## config.mk

```make
export PLATFORM = sky130hd
export DESIGN_NAME = bus_area_config_regs
export DESIGN_NICKNAME = d
export VERILOG_FILES = /design/src/rtl/bus_area_config_pkg.sv /design/src/rtl/bus_area_config_regs.sv
export SDC_FILE = /design/constraint.sdc
export NUM_CORES = 1
export LEC_CHECK = 0
export BUFFER_PORTS_ARGS = -buffer_cell sky130_fd_sc_hd__buf_2
export CAP_MARGIN = 20
export CORE_AREA = 2 2 87 89
export CTS_CLUSTER_SIZE = 16
export DETAILED_ROUTE_END_ITERATION = 8
export DIE_AREA = 0 0 89 91
export PLACE_DENSITY = 0.73
export SLEW_MARGIN = 20
export SYNTH_ARGS = -nofsm -noshare
export SYNTH_HDL_FRONTEND = slang
export SYNTH_SLANG_ARGS = --single-unit
```

## constraint.sdc

```tcl
create_clock -name clk -period 2.89 [get_ports clk]
set_input_delay 0.4335 -clock clk [delete_from_list [all_inputs] [get_ports clk]]
set_output_delay 0.4335 -clock clk [all_outputs]
set_load 0.1 [all_outputs]
```

## src/rtl/bus_area_config_pkg.sv

```systemverilog
// shared constants for the bus area configuration register bank
package bus_area_config_pkg;

    // ------------------------------------------------------------
    // register addresses (32-bit access; 16-bit access adds two)
    // ------------------------------------------------------------
    localparam logic [31:0] BUS_CONTROL_ONE_ADDR = 32'hfffffe0;
    localparam logic [31:0] BUS_CONTROL_TWO_ADDR = 32'hfffffe4;
    localparam logic [31:0] HALF_ACCESS_OFFSET   = 32'h0000002;
    localparam logic [15:0] WRITE_KEY            = 16'ha55a;

    // ------------------------------------------------------------
    // reset values
    // ------------------------------------------------------------
    localparam logic [15:0] BUS_CONTROL_ONE_RESET = 16'h03f0;
    localparam logic [15:0] BUS_CONTROL_TWO_RESET = 16'h00fc;

    // ------------------------------------------------------------
    // first register field positions
    // ------------------------------------------------------------
    localparam int ROLE_POS         = 15;
    localparam int ENDIAN_POS       = 12;
    localparam int BURST_ROM_POS    = 11;
    localparam int SHARE_POS        = 10;
    localparam int AREA23_WAIT_LSB  = 8;
    localparam int AREA1_WAIT_LSB   = 6;
    localparam int AREA0_WAIT_LSB   = 4;
    localparam int MEMTYPE_LSB      = 0;

    // writable bits of each register
    localparam logic [15:0] BUS_CONTROL_ONE_WMASK = 16'h1ff7;
    localparam logic [15:0] BUS_CONTROL_TWO_WMASK = 16'h00fc;

    // ------------------------------------------------------------
    // second register field positions
    // ------------------------------------------------------------
    localparam int AREA3_WIDTH_LSB = 6;
    localparam int AREA2_WIDTH_LSB = 4;
    localparam int AREA1_WIDTH_LSB = 2;

    // ------------------------------------------------------------
    // encodings
    // ------------------------------------------------------------
    localparam logic [1:0] WIDTH_RESERVED = 2'h0;
    localparam logic [1:0] WIDTH_BYTE     = 2'h1;
    localparam logic [1:0] WIDTH_WORD     = 2'h2;
    localparam logic [1:0] WIDTH_LONG     = 2'h3;
    localparam logic [2:0] LONG_WAIT_BASE = 3'h3;

    typedef enum logic [2:0]
    {
        MEM_BOTH_ORDINARY = 3'h0,
        MEM_AREA3_SDRAM   = 3'h1,
        MEM_AREA3_DRAM    = 3'h2,
        MEM_AREA3_PSRAM   = 3'h3,
        MEM_AREA2_SDRAM   = 3'h4,
        MEM_BOTH_SDRAM    = 3'h5
    } memtype_t;

endpackage

```

## src/rtl/bus_area_config_regs.sv

```systemverilog
// bus area configuration register bank with decoded area settings
`timescale 1ns/100ps
// Overview of operation
// - bit 15 shows arbitration role from mode pin, read only, 1 means slave
// - first register bits 14, 13 and 3 read zero; software writes zero
// - endian bit 12 set makes area 2 transfers little-endian
// - burst ROM bit 11 selects burst ROM cycles for area 0
// - master mode with share bit: only area 2 shared, others request no bus
// - share bit set disables address monitor; resets to zero
// - bits 9:8 give areas 2 and 3 long wait, 3 to 6, reset 6
// - bits 7:6 give area 1 long wait, 3 to 6, reset 6
// - bits 5:4 give area 0 long wait, 3 to 6, reset 6
// - bits 2:0 select memory types of areas 2 and 3
// - second register bits 7:6 set area 3 width when ordinary
// - bits 5:4 set area 2 width when ordinary
// - bits 3:2 set area 1 width, reset 32-bit
// - second register bits 15:8 and 1:0 read zero
// - area 0 width comes from mode pins
// - 32-bit writes need key in upper half; 32-bit reads upper zero
// - 16-bit accesses read only; writes ignored
module bus_area_config_regs
    import bus_area_config_pkg::*;
(
    input  wire logic        clk,
    input  wire logic        reset,
    input  wire logic        slaveModePin,
    input  wire logic [1:0]  area0WidthPins,
    input  wire logic        busSelect,
    input  wire logic        busWrite,
    input  wire logic        busLong,
    input  wire logic [31:0] busAddr,
    input  wire logic [31:0] busWriteData,
    output logic      [31:0] busReadData,
    output logic             busHit,
    output logic             area2LittleEndian,
    output logic             area0BurstRom,
    output logic             partialShareMaster,
    output logic             addressMonitorEn,
    output logic [3:0]       areaShared,
    output logic [2:0]       area0LongWait,
    output logic [2:0]       area1LongWait,
    output logic [2:0]       area23LongWait,
    output logic             area2Sdram,
    output logic             area3Sdram,
    output logic             area3Dram,
    output logic             area3Psram,
    output logic [1:0]       area0Width,
    output logic [1:0]       area1Width,
    output logic [1:0]       area2Width,
    output logic [1:0]       area3Width
);

    // ------------------------------------------------------------
    // mode pin synchronisers
    // ------------------------------------------------------------
    logic [2:0] roleSync;
    logic [2:0] next_roleSync;
    logic [1:0] widthSync [3];
    logic [1:0] next_widthSync [3];
    logic       role;
    logic       next_role;
    logic [1:0] width0;
    logic [1:0] next_width0;

    always_comb
    begin
        next_roleSync     = {roleSync[1:0], slaveModePin};
        next_widthSync[0] = area0WidthPins;
        next_widthSync[1] = widthSync[0];
        next_widthSync[2] = widthSync[1];
        next_role         = (roleSync[1] == roleSync[2]) ? roleSync[2] : role;
        next_width0       = (widthSync[1] == widthSync[2]) ? widthSync[2] : width0;
    end

    always_ff @(posedge clk)
    begin
        if (reset)
        begin
            roleSync     <= 3'h0;
            widthSync[0] <= WIDTH_LONG;
            widthSync[1] <= WIDTH_LONG;
            widthSync[2] <= WIDTH_LONG;
            role         <= 1'b0;
            width0       <= WIDTH_LONG;
        end
        else
        begin
            roleSync  <= next_roleSync;
            widthSync <= next_widthSync;
            role      <= next_role;
            width0    <= next_width0;
        end
    end

    // ------------------------------------------------------------
    // register storage and access
    // ------------------------------------------------------------
    logic [15:0] ctrlOne;
    logic [15:0] ctrlTwo;
    logic [15:0] next_ctrlOne;
    logic [15:0] next_ctrlTwo;
    logic [31:0] next_busReadData;
    logic        next_busHit;

    function automatic logic [1:0] decode_reg(input logic [31:0] addr, input logic long_acc);
        logic [31:0] base;
        base = long_acc ? addr : addr - HALF_ACCESS_OFFSET;
        if (base == BUS_CONTROL_ONE_ADDR)
            decode_reg = 2'h1;
        else if (base == BUS_CONTROL_TWO_ADDR)
            decode_reg = 2'h2;
        else
            decode_reg = 2'h0;
    endfunction

    logic [1:0] regSel;
    logic       keyedWrite;
    logic [15:0] viewOne;

    always_comb
    begin
        regSel       = decode_reg(busAddr, busLong);
        keyedWrite   = busSelect & busWrite & busLong & (busWriteData[31:16] == WRITE_KEY);
        viewOne      = ctrlOne & BUS_CONTROL_ONE_WMASK;
        viewOne[ROLE_POS] = role;
        next_ctrlOne = ctrlOne;
        next_ctrlTwo = ctrlTwo;
        if (keyedWrite && regSel == 2'h1)
            next_ctrlOne = busWriteData[15:0] & BUS_CONTROL_ONE_WMASK;
        else if (keyedWrite && regSel == 2'h2)
            next_ctrlTwo = busWriteData[15:0] & BUS_CONTROL_TWO_WMASK;
        next_busHit      = busSelect & (regSel != 2'h0);
        next_busReadData = busReadData;
        if (busSelect && !busWrite)
        begin
            if (regSel == 2'h1)
                next_busReadData = {16'h0000, viewOne};
            else if (regSel == 2'h2)
                next_busReadData = {16'h0000, ctrlTwo & BUS_CONTROL_TWO_WMASK};
            else
                next_busReadData = 32'h00000000;
        end
    end

    always_ff @(posedge clk)
    begin
        if (reset)
        begin
            ctrlOne     <= BUS_CONTROL_ONE_RESET;
            ctrlTwo     <= BUS_CONTROL_TWO_RESET;
            busReadData <= 32'h00000000;
            busHit      <= 1'b0;
        end
        else
        begin
            ctrlOne     <= next_ctrlOne;
            ctrlTwo     <= next_ctrlTwo;
            busReadData <= next_busReadData;
            busHit      <= next_busHit;
        end
    end

    // ------------------------------------------------------------
    // decoded settings for the bus cycle engines
    // ------------------------------------------------------------
    memtype_t memType;
    logic     area2Ordinary;
    logic     area3Ordinary;

    always_comb
    begin
        memType            = memtype_t'(ctrlOne[MEMTYPE_LSB +: 3]);
        area2LittleEndian  = ctrlOne[ENDIAN_POS];
        area0BurstRom      = ctrlOne[BURST_ROM_POS];
        partialShareMaster = !role && ctrlOne[SHARE_POS];
        addressMonitorEn   = !ctrlOne[SHARE_POS];
        // slave role shares nothing by request; master shares only area 2 with share bit set, all areas otherwise
        areaShared         = role ? 4'h0 : (partialShareMaster ? 4'h4 : 4'hf);
        area23LongWait     = LONG_WAIT_BASE + {1'b0, ctrlOne[AREA23_WAIT_LSB +: 2]};
        area1LongWait      = LONG_WAIT_BASE + {1'b0, ctrlOne[AREA1_WAIT_LSB +: 2]};
        area0LongWait      = LONG_WAIT_BASE + {1'b0, ctrlOne[AREA0_WAIT_LSB +: 2]};
        area2Sdram         = (memType == MEM_AREA2_SDRAM) || (memType == MEM_BOTH_SDRAM);
        area3Sdram         = (memType == MEM_AREA3_SDRAM) || (memType == MEM_BOTH_SDRAM);
        area3Dram          = (memType == MEM_AREA3_DRAM);
        area3Psram         = (memType == MEM_AREA3_PSRAM);
        area2Ordinary      = !area2Sdram;
        area3Ordinary      = !(area3Sdram || area3Dram || area3Psram);
        area3Width         = area3Ordinary ? ctrlTwo[AREA3_WIDTH_LSB +: 2] : WIDTH_LONG;
        area2Width         = area2Ordinary ? ctrlTwo[AREA2_WIDTH_LSB +: 2] : WIDTH_LONG;
        area1Width         = ctrlTwo[AREA1_WIDTH_LSB +: 2];
        area0Width         = width0;
    end

endmodule

```

==> impl_results.rst, run 1 <==
.. list-table::
   :header-rows: 1

   * - Metric
     - Value
   * - End point of the worst hold path
     - next_widthSync[3]
   * - Filler instances
     - around 690
   * - Count of cell types in the netlist
     - 58
   * - Initial DRT Pass Iterations
     - 4
   * - Type of the worst min-delay path
     - in2reg
   * - Starting utilization of the core area
     - 40.3%
   * - Pre-CTS WS
     - -0.391 ns
   * - Combinational power share
     - 23.8%
   * - Overall overflow remaining after global route
     - 0
   * - Combinational family with the most area after synthesis
     - simple AND/OR/NAND/NOR gates
   * - Clock transition at the registers of the reported paths
     - 0.09 ns
   * - Number of buffers inserted by port buffering
     - 112
   * - Post-layout worst setup margin
     - 0.0621 ns
   * - Type of element capturing the critical path
     - flop
   * - RSZ-0062 raised after global routing
     - true
   * - Largest fanout of any net on the critical path
     - 4
   * - Total of warnings raised by yosys
     - 0
   * - Final Routed Wirelength
     - 8.25 mm
   * - Die outline width
     - 89 um
   * - Transition time of the tightest slew-check pin
     - 1.06 ns
   * - Ratio of routed vias to standard cells
     - 5.02
   * - Share of the synthesized area in compound gates (AO/OA/AOI/OAI)
     - 14.0%
   * - Largest stage delay, worst path
     - roughly 0.53 ns
   * - Number of enable-type register cells in the synthesized netlist
     - 0
   * - Async SR Flop Fraction
     - 0%
   * - Multiplexer share of the synthesized area
     - 7.35%
   * - Latest clock arrival within the worst-skew pair
     - 0.30 ns
   * - Via count of the first global-routing pass
     - 2,964
   * - Number of slew-limit violations in the final report
     - 0
   * - Hold Crit Start
     - area0WidthPins[1]
   * - Portion of total power attributed to the clock network
     - a little under a third
   * - Proportion of power drawn by flip-flops and latches
     - 46.2%
   * - Launching point of the worst reg2reg path
     - next_widthSync[1]
   * - Pin count of the biggest net entering global routing
     - 38
   * - Mapped Cells
     - 346
   * - Worst r2r dst
     - area0Width[0]
   * - Internal power component
     - 925 uW
   * - Setup_tns
     - 0 ns
   * - Instance area at placement
     - 3950 um2
   * - Max-slew headroom at the worst pin
     - 29.0%
   * - Worst path slowest cell
     - sky130_fd_sc_hd__or4_4
   * - Final routed wire length divided by cell count
     - between 10 and 15 um
   * - Synthesized cell area
     - around 2900 um2
   * - Placer's final routability congestion estimate
     - 0.869
   * - Total leakage power
     - 1.89 nW
   * - Number of cells on the worst hold path
     - 2
   * - Wire length of the first global-routing pass
     - 13.4 mm
   * - Top cell by count, worst path
     - sky130_fd_sc_hd__or4_4
   * - Number of clock buffers inserted by TritonCTS
     - 5
   * - Part of the cycle the worst path needs
     - 97.9%
   * - Antenna diodes
     - 0
   * - CTS tree
     - built
   * - Total half-perimeter wirelength after legalization and detailed placement
     - 6.72 mm
   * - # clock sinks
     - 45
   * - Final hold vios
     - 0
   * - Switch share
     - 31.9%
   * - Number of DRC markers in iteration 0
     - 85
   * - Xor-xnor portion of the synthesized cell area
     - 2.13%
   * - Setup Viol. Count Final
     - 0
   * - Layout Cells excl Fill
     - 614
   * - Fmax
     - 354 MHz
   * - Net load switching power
     - between 400 and 500 uW
   * - Reported max-cap violation count
     - 0
   * - Global routing usage summed across all routing layers
     - between 20% and 30%
   * - Post-route clock skew
     - 0.00923 ns
   * - Number of placed instances with taps included
     - 603
   * - Number of antenna violations at the first check in global routing
     - 0
   * - Height of the chip
     - 91 um
   * - Register area share after synthesis
     - a little under a third
   * - Fraction of final layout cells with drive strength greater than 1
     - 44.5%
   * - Worst supply voltage drop on vdd
     - roughly 0.20 mV
   * - Commonest register cell after synthesis
     - sky130_fd_sc_hd__dfxtp_1
   * - Number of I/O pins
     - around 130
   * - Flip-flop and latch count after synthesis
     - 45
   * - Total via count after detailed routing
     - between 3,000 and 4,000
   * - Required time at the worst-slack endpoint
     - around 3 ns
   * - Finished layout cell area
     - 4150 um2
   * - Placeable core region
     - 7140 um2
   * - Number of placement rows
     - 31
   * - Worst Reg2Reg Path Length in Cells
     - 4
   * - Residual antenna-violating net count after detailed routing
     - 0
   * - Power density over the cells
     - 327 nW/um2
   * - Post-synthesis average cell area
     - 8.31 um2
   * - Tightest hold margin
     - between 0.3 and 0.4 ns
   * - Clock root cell
     - sky130_fd_sc_hd__clkbuf_8
   * - Area growth from synthesis to layout
     - 44.2%
   * - Synthesized-area fraction occupied by adder cells
     - 1.74%
   * - Nets
     - 590
   * - Simple-gate share of the synthesized area
     - roughly 33%
   * - Cell-by-cell listing of the critical path
     - buf_8, inv_6, ha_4, nor4b_4, nand4_4, o31a_1, or4_4, or4_4, buf_6, o41ai_2, a21oi_1
   * - Floorplan die area
     - 8100 um2
   * - H-tree level count
     - 2
   * - Worst reg2reg setup slack
     - 1.89 ns
   * - Kind of critical path
     - in2reg
   * - Minimum clock period
     - ~2.8 ns
   * - Type of element launching the critical path
     - primary input
   * - Buffer depth of the longest clock path
     - 2
   * - Number of remaining DRC errors
     - 0
   * - Data arrival time of the worst path
     - 2.99 ns
   * - Status
     - finished clean
==> state kept, by name, indices dropped and copies added (netlist names) <==
register        count
area0Width          2
busHit              1
busReadData        14
ctrlOne            12
ctrlTwo             6
next_widthSync      4
role                1
roleSync            3
widthSync           2
==> final cells by class <==
class,instances,area [um2],share of cell area [%]
clock inverters,2,13.8,0.332
well taps,99,124,2.99
multi-input cells,262,1840,44.3
inverters,26,105,2.53
flip-flops and latches,45,901,21.7
clock buffers,6,82.6,1.99
repair buffers,174,1080,26.1
==> synthesized netlist by cell type, types with 2 or more instances <==
| library cell | instances | area [um2] |
|---|---|---|
| sky130_fd_sc_hd__o41ai_1 | 4 | 35.0 |
| sky130_fd_sc_hd__xor2_1 | 3 | 26.3 |
| sky130_fd_sc_hd__nor3_1 | 7 | 35.0 |
| sky130_fd_sc_hd__ha_1 | 4 | 50.1 |
| sky130_fd_sc_hd__nor4_4 | 3 | 63.8 |
| sky130_fd_sc_hd__nor3_4 | 2 | 32.5 |
| sky130_fd_sc_hd__or2_2 | 5 | 31.3 |
| sky130_fd_sc_hd__a21oi_1 | 13 | 65.1 |
| sky130_fd_sc_hd__and3_1 | 4 | 25.0 |
| sky130_fd_sc_hd__nand4_1 | 9 | 56.3 |
| sky130_fd_sc_hd__nand2b_1 | 7 | 43.8 |
| sky130_fd_sc_hd__nor2_1 | 33 | 124 |
| sky130_fd_sc_hd__nand4b_1 | 2 | 17.5 |
| sky130_fd_sc_hd__or4_4 | 3 | 33.8 |
| sky130_fd_sc_hd__a211oi_1 | 2 | 15.0 |
| sky130_fd_sc_hd__o21ai_2 | 10 | 87.6 |
| sky130_fd_sc_hd__nor3b_1 | 3 | 22.5 |
| sky130_fd_sc_hd__a31o_2 | 2 | 17.5 |
| sky130_fd_sc_hd__and4_1 | 2 | 17.5 |
| sky130_fd_sc_hd__nor4_1 | 11 | 68.8 |
| sky130_fd_sc_hd__o21ai_0 | 4 | 20.0 |
| sky130_fd_sc_hd__nor2b_1 | 6 | 37.5 |
| sky130_fd_sc_hd__nand3b_1 | 2 | 15.0 |
| sky130_fd_sc_hd__dfxtp_1 | 45 | 901 |
| sky130_fd_sc_hd__clkbuf_1 | 5 | 18.8 |
| sky130_fd_sc_hd__mux2i_1 | 20 | 200 |
| sky130_fd_sc_hd__xnor2_1 | 4 | 35.0 |
| sky130_fd_sc_hd__inv_1 | 25 | 93.8 |
| sky130_fd_sc_hd__o22ai_1 | 3 | 18.8 |
| sky130_fd_sc_hd__a21o_1 | 2 | 15.0 |
| sky130_fd_sc_hd__buf_4 | 22 | 165 |
| sky130_fd_sc_hd__nand3_1 | 11 | 55.1 |
| sky130_fd_sc_hd__nor4bb_1 | 4 | 40.0 |
| sky130_fd_sc_hd__o21a_1 | 2 | 15.0 |
| sky130_fd_sc_hd__o31a_1 | 2 | 17.5 |
| sky130_fd_sc_hd__or3_1 | 2 | 12.5 |
| sky130_fd_sc_hd__and2_1 | 2 | 12.5 |
| sky130_fd_sc_hd__nand2_1 | 32 | 120 |
| sky130_fd_sc_hd__o31ai_1 | 5 | 37.5 |
==> layout by cell type (no fill, tap or decap), drive strengths merged, types with 10 or more instances in the layout <==
cell	n
nand4	10
conb	18
dfxtp	45
nand2	32
mux2i	20
nor2	33
nor4	14
o21ai	14
a21oi	13
buf	174
inv	26
nand3	12
==> power groups by stage <==
stage               combinational [mW]  clock [mW]  sequential (mW)
finish                           0.323       0.408            0.627
global route                     0.346       0.439            0.628
CTS                              0.317       0.416            0.627
detailed placement               0.316           0            0.642
global placement                 0.311           0            0.641
floorplan                        0.209           0            0.642
==> per-layer routing <==
layer / vias up / GRT usage, % / routed length [um]
li1: 1531 / - / -
met1: 1440 / 25.1 / 3480
met2: 97 / 35.9 / 4160
met3: 15 / 4.18 / 456
met4: 0 / 5.97 / 156
met5: - / 0 / 0
==> how the worst max path moves through the flow <==
stage / startpoint / endpoint / slack [ns] / depth (start not counted)
final: busAddr[2] / ctrlOne[11] / 0.06 / 11
after detailed placement: busAddr[2] / ctrlOne[6] / -0.39 / 11
after floorplan: busAddr[2] / ctrlOne[0] / -0.02 / 9
after global routing: busAddr[2] / ctrlOne[12] / -0.03 / 11
after global placement: busAddr[16] / ctrlOne[0] / -0.32 / 9
after CTS: busAddr[2] / ctrlOne[12] / -0.002 / 11
==> worst max-delay path, delay by kind of cell <==
kind	cells	cell delay, ns
buffers and inverters	3	0.30
adder cells (fa/ha/maj)	1	0.13
AO/OA/AOI/OAI	3	0.64
AND/OR/NAND/NOR	4	1.49
==> cell families after synthesis <==
group | after synthesis
buffers and inverters | 56
AOI/OAI and AO/OA | 56
DFF | 45
and+or+nand+nor | 156
xor gates and xnor gates | 7
muxes | 21
adders and majority gates | 4
other | 1
==> timing repair <==
action | CTS | global route
hold buffers | 0 | 0
pin swaps | 3 | 12
gates resized for setup | 5 | 12
setup buffers | 1 | 2
setup endpoints to repair | 28 | 31
==> through the flow <==
step	utilization (%)	power [mW]
floorplan	-	0.850
detailed placement	55.4	0.958
global route	58.1	1.41
finish	58.1	1.36
global placement	55.4	0.952
CTS	57.2	1.36
No activity file was read; power rests on OpenSTA's default activity.
==> inputs of run 2 (changes only) <==
- ABC_AREA: default -> 1
- CORE_AREA: 2 2 87 89 -> 2 2 99 101
- DIE_AREA: 0 0 89 91 -> 0 0 101 103
- PLACE_DENSITY: 0.73 -> 0.69
==> run 2 against run 1 <==
Against the previous run: clock skew is 0.0049 ns lower; final cell count is 37% higher; global-route usage shrank 0.51 points; clock power decreased by 2%; non-clock buffer count decreased by 57; highest routed layer unchanged; largest power group unchanged; wire length up 27%; flip-flop and latch count stayed put.
==> impl_results.rst, run 2 <==
.. list-table::
   :header-rows: 1

   * - Metric
     - Value
   * - Flip-flop and latch count after synthesis
     - 45
   * - Part of the cycle the worst path needs
     - 84.7%
   * - Fmax
     - between 400 and 500 MHz
   * - Number of I/O pins
     - 134
   * - Setup Viol. Count Final
     - 0
   * - Worst supply voltage drop on vdd
     - just over 0.2 mV
   * - Overall overflow remaining after global route
     - 0
   * - Number of placement rows
     - 36
   * - Finished layout cell area
     - between 4000 and 5000 um2
   * - Cell taking the most area after synthesis
     - sky130_fd_sc_hd__dfxtp_1
   * - Post-CTS repair timing setup buffer count
     - 0
   * - Number of placed instances with taps included
     - 831
   * - Nets
     - 800
   * - Commonest register cell after synthesis
     - sky130_fd_sc_hd__dfxtp_1
   * - Initial DRT Pass Iterations
     - 4
   * - Latest clock arrival within the worst-skew pair
     - about 0.30 ns
   * - Worst path slowest cell
     - sky130_fd_sc_hd__nor2_4
   * - Setup_tns
     - 0 ns
   * - Pin count of the biggest net entering global routing
     - 28
   * - Type of element capturing the critical path
     - flop
   * - Ratio of routed vias to standard cells
     - 4.86
   * - Cell-by-cell listing of the critical path
     - buf_2, inv_1, ha_1, inv_2, nor2_1, nand2_1, nor2_4, xor2_1, nand2_1, nor2_1, nand2_1, nor2_4, nand3_4, nor2_4, nor2_1, nor2_1
   * - Async SR Flop Fraction
     - 0%
   * - Clock root cell
     - sky130_fd_sc_hd__clkbuf_8
   * - Post-synthesis average cell area
     - a little over 6 um2
   * - Reported max-cap violation count
     - 0
   * - RSZ-0062 raised after global routing
     - false
   * - Number of enable-type register cells in the synthesized netlist
     - 0
   * - Filler instances
     - about 1,000
   * - Type of the worst min-delay path
     - in2reg
   * - Total of cells resized after clock tree synthesis
     - 0
   * - Total via count after detailed routing
     - approximately 4,000
   * - Total of warnings raised by yosys
     - 0
   * - Number of clock buffers inserted by TritonCTS
     - 5
   * - Residual antenna-violating net count after detailed routing
     - 0
   * - Floorplan die area
     - around 10,000 um2
   * - Minimum clock period
     - 2.45 ns
   * - Number of DRC markers in iteration 0
     - 218
   * - Die outline width
     - between 100 and 150 um
   * - Total leakage power
     - 2.24 nW
   * - Power density over the cells
     - 322 nW/um2
   * - Number of remaining DRC errors
     - 0
   * - Final hold vios
     - 0
   * - Synthesized cell area
     - 3720 um2
   * - Placeable core region
     - 9460 um2
   * - Height of the chip
     - between 100 and 150 um
   * - Max FFs per register
     - 14
   * - Total half-perimeter wirelength after legalization and detailed placement
     - about 8.6 mm
   * - CTS tree
     - built
   * - Most common cell after layout, fill and taps aside
     - sky130_fd_sc_hd__nand2_1
   * - Starting utilization of the core area
     - 39.3%
   * - Instance area at placement
     - 4310 um2
   * - Antenna diodes
     - 0
   * - Mapped Cells
     - 616
   * - Placer's final routability congestion estimate
     - just under 1
   * - Type of element launching the critical path
     - primary input
   * - Register name with the most flops
     - busReadData
   * - Layout Cells excl Fill
     - 839
   * - Top cell by count, worst path
     - sky130_fd_sc_hd__nor2_1
   * - Top library cells by usage in the layout, fill and taps aside
     - sky130_fd_sc_hd__nand2_1 (158), sky130_fd_sc_hd__buf_2 (112), sky130_fd_sc_hd__nor2_1 (111)
   * - H-tree level count
     - 2
   * - Post-route clock skew
     - 0.00434 ns
   * - Wire length of the first global-routing pass
     - 16.9 mm
   * - Post-layout worst setup margin
     - about 0.44 ns
   * - Data arrival time of the worst path
     - 2.69 ns
   * - Regs by FF count
     - busReadData (14), ctrlOne (12), ctrlTwo (6)
   * - Most frequent cell after synthesis
     - sky130_fd_sc_hd__nand2_1
   * - Fraction of synthesized cell area taken by the top area cell type
     - 24.2%
   * - Global routing usage summed across all routing layers
     - 20.1%
   * - Leading cell types by total area after synthesis
     - sky130_fd_sc_hd__dfxtp_1 (24%), sky130_fd_sc_hd__nand2_1 (16%), sky130_fd_sc_hd__nor2_1 (11%), sky130_fd_sc_hd__inv_1 (8.1%), sky130_fd_sc_hd__nand4_1 (5.6%)
   * - Fraction of final layout cells with drive strength greater than 1
     - 24.8%
   * - Register area share after synthesis
     - 24.2%
   * - Max-slew headroom at the worst pin
     - around three fifths
   * - Clock transition at the registers of the reported paths
     - 0.09 ns
   * - Status
     - finished clean
   * - Final Routed Wirelength
     - 10.5 mm
   * - # clock sinks
     - 45
   * - Via count of the first global-routing pass
     - between 3,000 and 4,000
   * - Final routed wire length divided by cell count
     - ~13 um
   * - Kind of critical path
     - in2reg
   * - Number of buffers inserted by port buffering
     - around 110
   * - Area growth from synthesis to layout
     - 18.2%
   * - Number of antenna violations at the first check in global routing
     - 0
   * - Largest stage delay, worst path
     - 0.29 ns
   * - Count of cell types in the netlist
     - 34
   * - Required time at the worst-slack endpoint
     - ~3.1 ns
   * - Transition time of the tightest slew-check pin
     - 0.581 ns
   * - Number of slew-limit violations in the final report
     - 0
   * - Number of hold buffers added after CTS
     - 0
   * - Pre-CTS WS
     - 0.146 ns
   * - Largest fanout of any net on the critical path
     - 12
   * - Most common library cells after synthesis
     - sky130_fd_sc_hd__nand2_1 (158), sky130_fd_sc_hd__nor2_1 (111), sky130_fd_sc_hd__inv_1 (80)
   * - Buffer depth of the longest clock path
     - 2
## run 2: cell types whose count changed after synthesis, moves of 6 or more
| cell | change |
|---|---|
| sky130_fd_sc_hd__nand2_1 | +126 |
| sky130_fd_sc_hd__nor2_1 | +78 |
| sky130_fd_sc_hd__inv_1 | +55 |
| sky130_fd_sc_hd__nand3_1 | +30 |
| sky130_fd_sc_hd__nand4_1 | +24 |
| sky130_fd_sc_hd__mux2i_1 | -20 |
| sky130_fd_sc_hd__nor2_2 | +10 |
| sky130_fd_sc_hd__o21ai_2 | -10 |
| sky130_fd_sc_hd__nor2_4 | +9 |
| sky130_fd_sc_hd__nand3_2 | +8 |
| sky130_fd_sc_hd__nand2_2 | +7 |
| sky130_fd_sc_hd__nand2b_1 | -7 |
| sky130_fd_sc_hd__nor2b_1 | -6 |
| sky130_fd_sc_hd__o21ai_1 | +6 |
## run 2: path summary, 6_finish.rpt
kind	from	to	slack (ns)	depth (start not counted)
min	area0WidthPins[0]	next_widthSync[2]	0.31	2
max	busAddr[1]	ctrlOne[10]	0.44	16
min reg2reg	roleSync[0]	roleSync[1]	0.41	2
max reg2reg	widthSync[0]	area0Width[1]	1.80	5
## run 2: where the power goes
part	internal, mW	total (mW)	switching, mW	leakage [nW]
Clock	0.172	0.401	0.229	0.0445
Sequential	0.631	0.635	0.00467	0.366
Combinational	0.0863	0.378	0.292	1.83
## run 2: cell type report
| cell class | count | area [um2] | share of cell area [%] |
|---|---|---|---|
| clock inverter | 3 | 21.3 | 0.484 |
| inverter | 86 | 323 | 7.34 |
| sequential | 45 | 901 | 20.5 |
| clock buffer | 5 | 68.8 | 1.57 |
| tap | 114 | 143 | 3.25 |
| multi-input combinational | 469 | 2330 | 53.0 |
| timing repair buffer | 117 | 611 | 13.9 |
## run 2: worst max-delay path, delay by kind of cell
| kind | cells | cell delay (ns) |
|---|---|---|
| and+or+nand+nor | 11 | 1.61 |
| buffers and inverters | 3 | 0.25 |
| adders and majority gates | 1 | 0.23 |
| xor gates and xnor gates | 1 | 0.16 |
## run 2: metal layers
layer / wire, um / global-route usage, % / vias up
li1: - / - / 2115
met1: 4890 / 26.8 / 1816
met2: 4840 / 34.1 / 135
met3: 659 / 3.66 / 12
met4: 104 / 4.37 / 0
met5: 0 / 0 / -
## run 2: through the flow
step / hold slack (ns) / total power [mW] / utilization, %
after floorplan: 0.388 / 0.942 / -
after global routing: 0.294 / 1.48 / 46.5
after global placement: 0.391 / 1.02 / 45.5
after CTS: 0.301 / 1.42 / 46.5
final: 0.306 / 1.41 / 46.5
after detailed placement: 0.394 / 1.03 / 45.5
## run 2: logic make-up (layout without fill, tap and decap cells)
logic type,Yosys count,in the layout,synth area share (%)
compound gates,29,29,4.24
flops,45,45,24.2
xor+xnor,9,9,2.12
other cells,1,18,0.101
buf+inv,119,211,14.9
simple gates,409,409,53.1
fa+ha+maj,4,4,1.35
==> inputs of run 3 (changes only) <==
- clock period: 2.89 -> 2.25 ns (I/O delays scaled with it)
==> run 3 against run 2 <==
Against the previous run: count of clock-buffer cells in the layout increased by 2; largest cell class unchanged; utilization rose by 5.6 points; sequential share of layout area decreased by 2.2 points; total power is 35% higher.
==> impl_results.rst, run 3 (synthesized netlist as in run 2, its figures left out) <==
.. list-table::
   :header-rows: 1

   * - Metric
     - Value
   * - Part of the cycle the worst path needs
     - between 90% and 100%
   * - Number of antenna violations at the first check in global routing
     - 0
   * - Number of cells on the worst hold path
     - 2
   * - Via count of the first global-routing pass
     - roughly 4,100
   * - Number of remaining DRC errors
     - 0
   * - Pre-CTS WS
     - -0.210 ns
   * - Final hold vios
     - 0
   * - Portion of total power attributed to the clock network
     - between 20% and 30%
   * - Largest fanout of any net on the critical path
     - 6
   * - Transition time of the tightest slew-check pin
     - 0.496 ns
   * - Area growth from synthesis to layout
     - 32.5%
   * - Most common cell after layout, fill and taps aside
     - sky130_fd_sc_hd__nand2_1
   * - Power density over the cells
     - 387 nW/um2
   * - Wire length of the first global-routing pass
     - 17.8 mm
   * - Top library cells by usage in the layout, fill and taps aside
     - sky130_fd_sc_hd__nand2_1 (158), sky130_fd_sc_hd__buf_2 (112), sky130_fd_sc_hd__nor2_1 (107)
   * - Combinational power share
     - 28.4%
   * - Placer's final routability congestion estimate
     - around 0.95
   * - Total via count after detailed routing
     - 4,383
   * - Switch share
     - 34.9%
   * - Number of buffer and inverter stages on the critical path
     - 4
   * - Finished layout cell area
     - 4930 um2
   * - Initial DRT Pass Iterations
     - 6
   * - Final Routed Wirelength
     - ~11 mm
   * - Fraction of final layout cells with drive strength greater than 1
     - roughly a third
   * - Max FFs per register
     - 14
   * - Global routing usage summed across all routing layers
     - between 20% and 30%
   * - Number of clock buffers inserted by TritonCTS
     - 5
   * - Total leakage power
     - 2.55 nW
   * - Post-layout worst setup margin
     - 0.166 ns
   * - Number of slew-limit violations in the final report
     - 0
   * - Die outline width
     - 101 um
   * - Ratio of routed vias to standard cells
     - 4.88
   * - Kind of critical path
     - in2reg
   * - Placeable core region
     - 9460 um2
   * - Residual antenna-violating net count after detailed routing
     - 0
   * - Status
     - finished clean
   * - Data arrival time of the worst path
     - 2.27 ns
   * - Required time at the worst-slack endpoint
     - 2.44 ns
   * - Clock root cell
     - sky130_fd_sc_hd__clkbuf_8
   * - H-tree level count
     - 2
   * - Final routed wire length divided by cell count
     - 12.3 um
   * - Total half-perimeter wirelength after legalization and detailed placement
     - around 9.2 mm
   * - Antenna diodes
     - 0
   * - Register name with the most flops
     - busReadData
   * - Type of element capturing the critical path
     - flop
   * - Floorplan die area
     - approximately 10,000 um2
   * - Number of buffers inserted by port buffering
     - 112
   * - Regs by FF count
     - busReadData (14), ctrlOne (12), ctrlTwo (6)
   * - Net load switching power
     - approximately 660 uW
   * - Minimum clock period
     - 2.08 ns
   * - Number of placement rows
     - 36
   * - CTS tree
     - built
   * - Setup Viol. Count Final
     - 0
   * - Critical path depth
     - 19
   * - Reported max-cap violation count
     - 0
   * - Internal power component
     - 1.24 mW
   * - Starting utilization of the core area
     - 39.3%
   * - Worst Reg2Reg Path Length in Cells
     - 5
   * - Buffer depth of the longest clock path
     - 2
   * - Number of I/O pins
     - 134
   * - Proportion of power drawn by flip-flops and latches
     - 42.8%
   * - Clock transition at the registers of the reported paths
     - 0.08 ns
   * - # clock sinks
     - 45
   * - Cell-by-cell listing of the critical path
     - buf_2, inv_1, ha_4, inv_2, nor2_1, nand2_1, nor2_4, nand2_1, nand2_1, nand2_1, inv_2, nand2_1, nor2_2, nand2_2, nor2_8, and2_2, nand3_4, nand2_1, nand3_1
   * - Nets
     - 860
   * - Type of element launching the critical path
     - primary input
   * - Worst path slowest cell
     - sky130_fd_sc_hd__and2_2
   * - Overall overflow remaining after global route
     - 0
   * - Number of DRC markers in iteration 0
     - 230
   * - Pin count of the biggest net entering global routing
     - 27
   * - Top cell by count, worst path
     - sky130_fd_sc_hd__nand2_1
   * - Tightest hold margin
     - 0.223 ns
   * - Worst supply voltage drop on vdd
     - 0.409 mV
   * - Post-route clock skew
     - 0.00183 ns
   * - Largest stage delay, worst path
     - between 0.2 and 0.25 ns
   * - Instance area at placement
     - between 4000 and 5000 um2
   * - Max-slew headroom at the worst pin
     - 66.6%
   * - Delay-heaviest family, CP
     - simple AND/OR/NAND/NOR gates
   * - Fmax
     - 480 MHz
   * - Height of the chip
     - 103 um
   * - Latest clock arrival within the worst-skew pair
     - 0.29 ns
   * - Type of the worst min-delay path
     - in2reg
[run 3: worst paths after layout]
path                     start                end  slack [ns]
min reg2reg        roleSync[0]        roleSync[1]        0.41
min          area0WidthPins[1]  next_widthSync[3]        0.22
max                 busAddr[1]         ctrlOne[5]        0.17
max reg2reg       widthSync[0]      area0Width[1]        1.22
[run 3: power groups by stage]
stage / Clock (mW) / Combinational, mW / Sequential, mW
finish: 0.547 / 0.542 / 0.816
global route: 0.595 / 0.583 / 0.818
CTS: 0.553 / 0.534 / 0.816
detailed placement: 0 / 0.532 / 0.835
global placement: 0 / 0.525 / 0.834
floorplan: 0 / 0.321 / 0.889
[run 3: repair_timing]
item                       CTS  global route
hold buffers                 0             0
setup endpoints to repair    0            30
buffers inserted             0             1
gates resized for setup      0            11
[run 3: area by class of cell]
type                    count  area [um2]
clock buffers               7        96.3
clock inverters             1        5.00
fillers                   956        4530
inverters                  86         323
multi-input cells         469        2390
flip-flops and latches     45         901
well taps                 114         143
repair buffers            177        1070
[run 3: worst reg2reg max path, delay by kind of cell, from the launching register on]
kind                      cells  cell delay (ns)
AOI/OAI and AO/OA             3             0.35
DFF                           1             0.33
xor gates and xnor gates      1             0.17
buffers and inverters         1             0.07
[run 3: through the flow]
stage               setup TNS (ns)  total power [mW]  util [%]  instances
detailed placement           -4.88              1.37      50.4        890
CTS                              0              1.90      51.4        898
global placement             -3.52              1.36      50.4        890
floorplan                   -0.665              1.21         -        633
finish                           0              1.90      52.1        899
global route                -0.107              2.00      52.1        899
[run 3: routing by layer]
layer	routed length (um)	global-route usage (%)	vias to the layer above
li1	-	-	2233
met1	4720	26.7	1955
met2	5330	36.7	175
met3	812	4.20	20
met4	197	4.78	0
met5	0	0	-
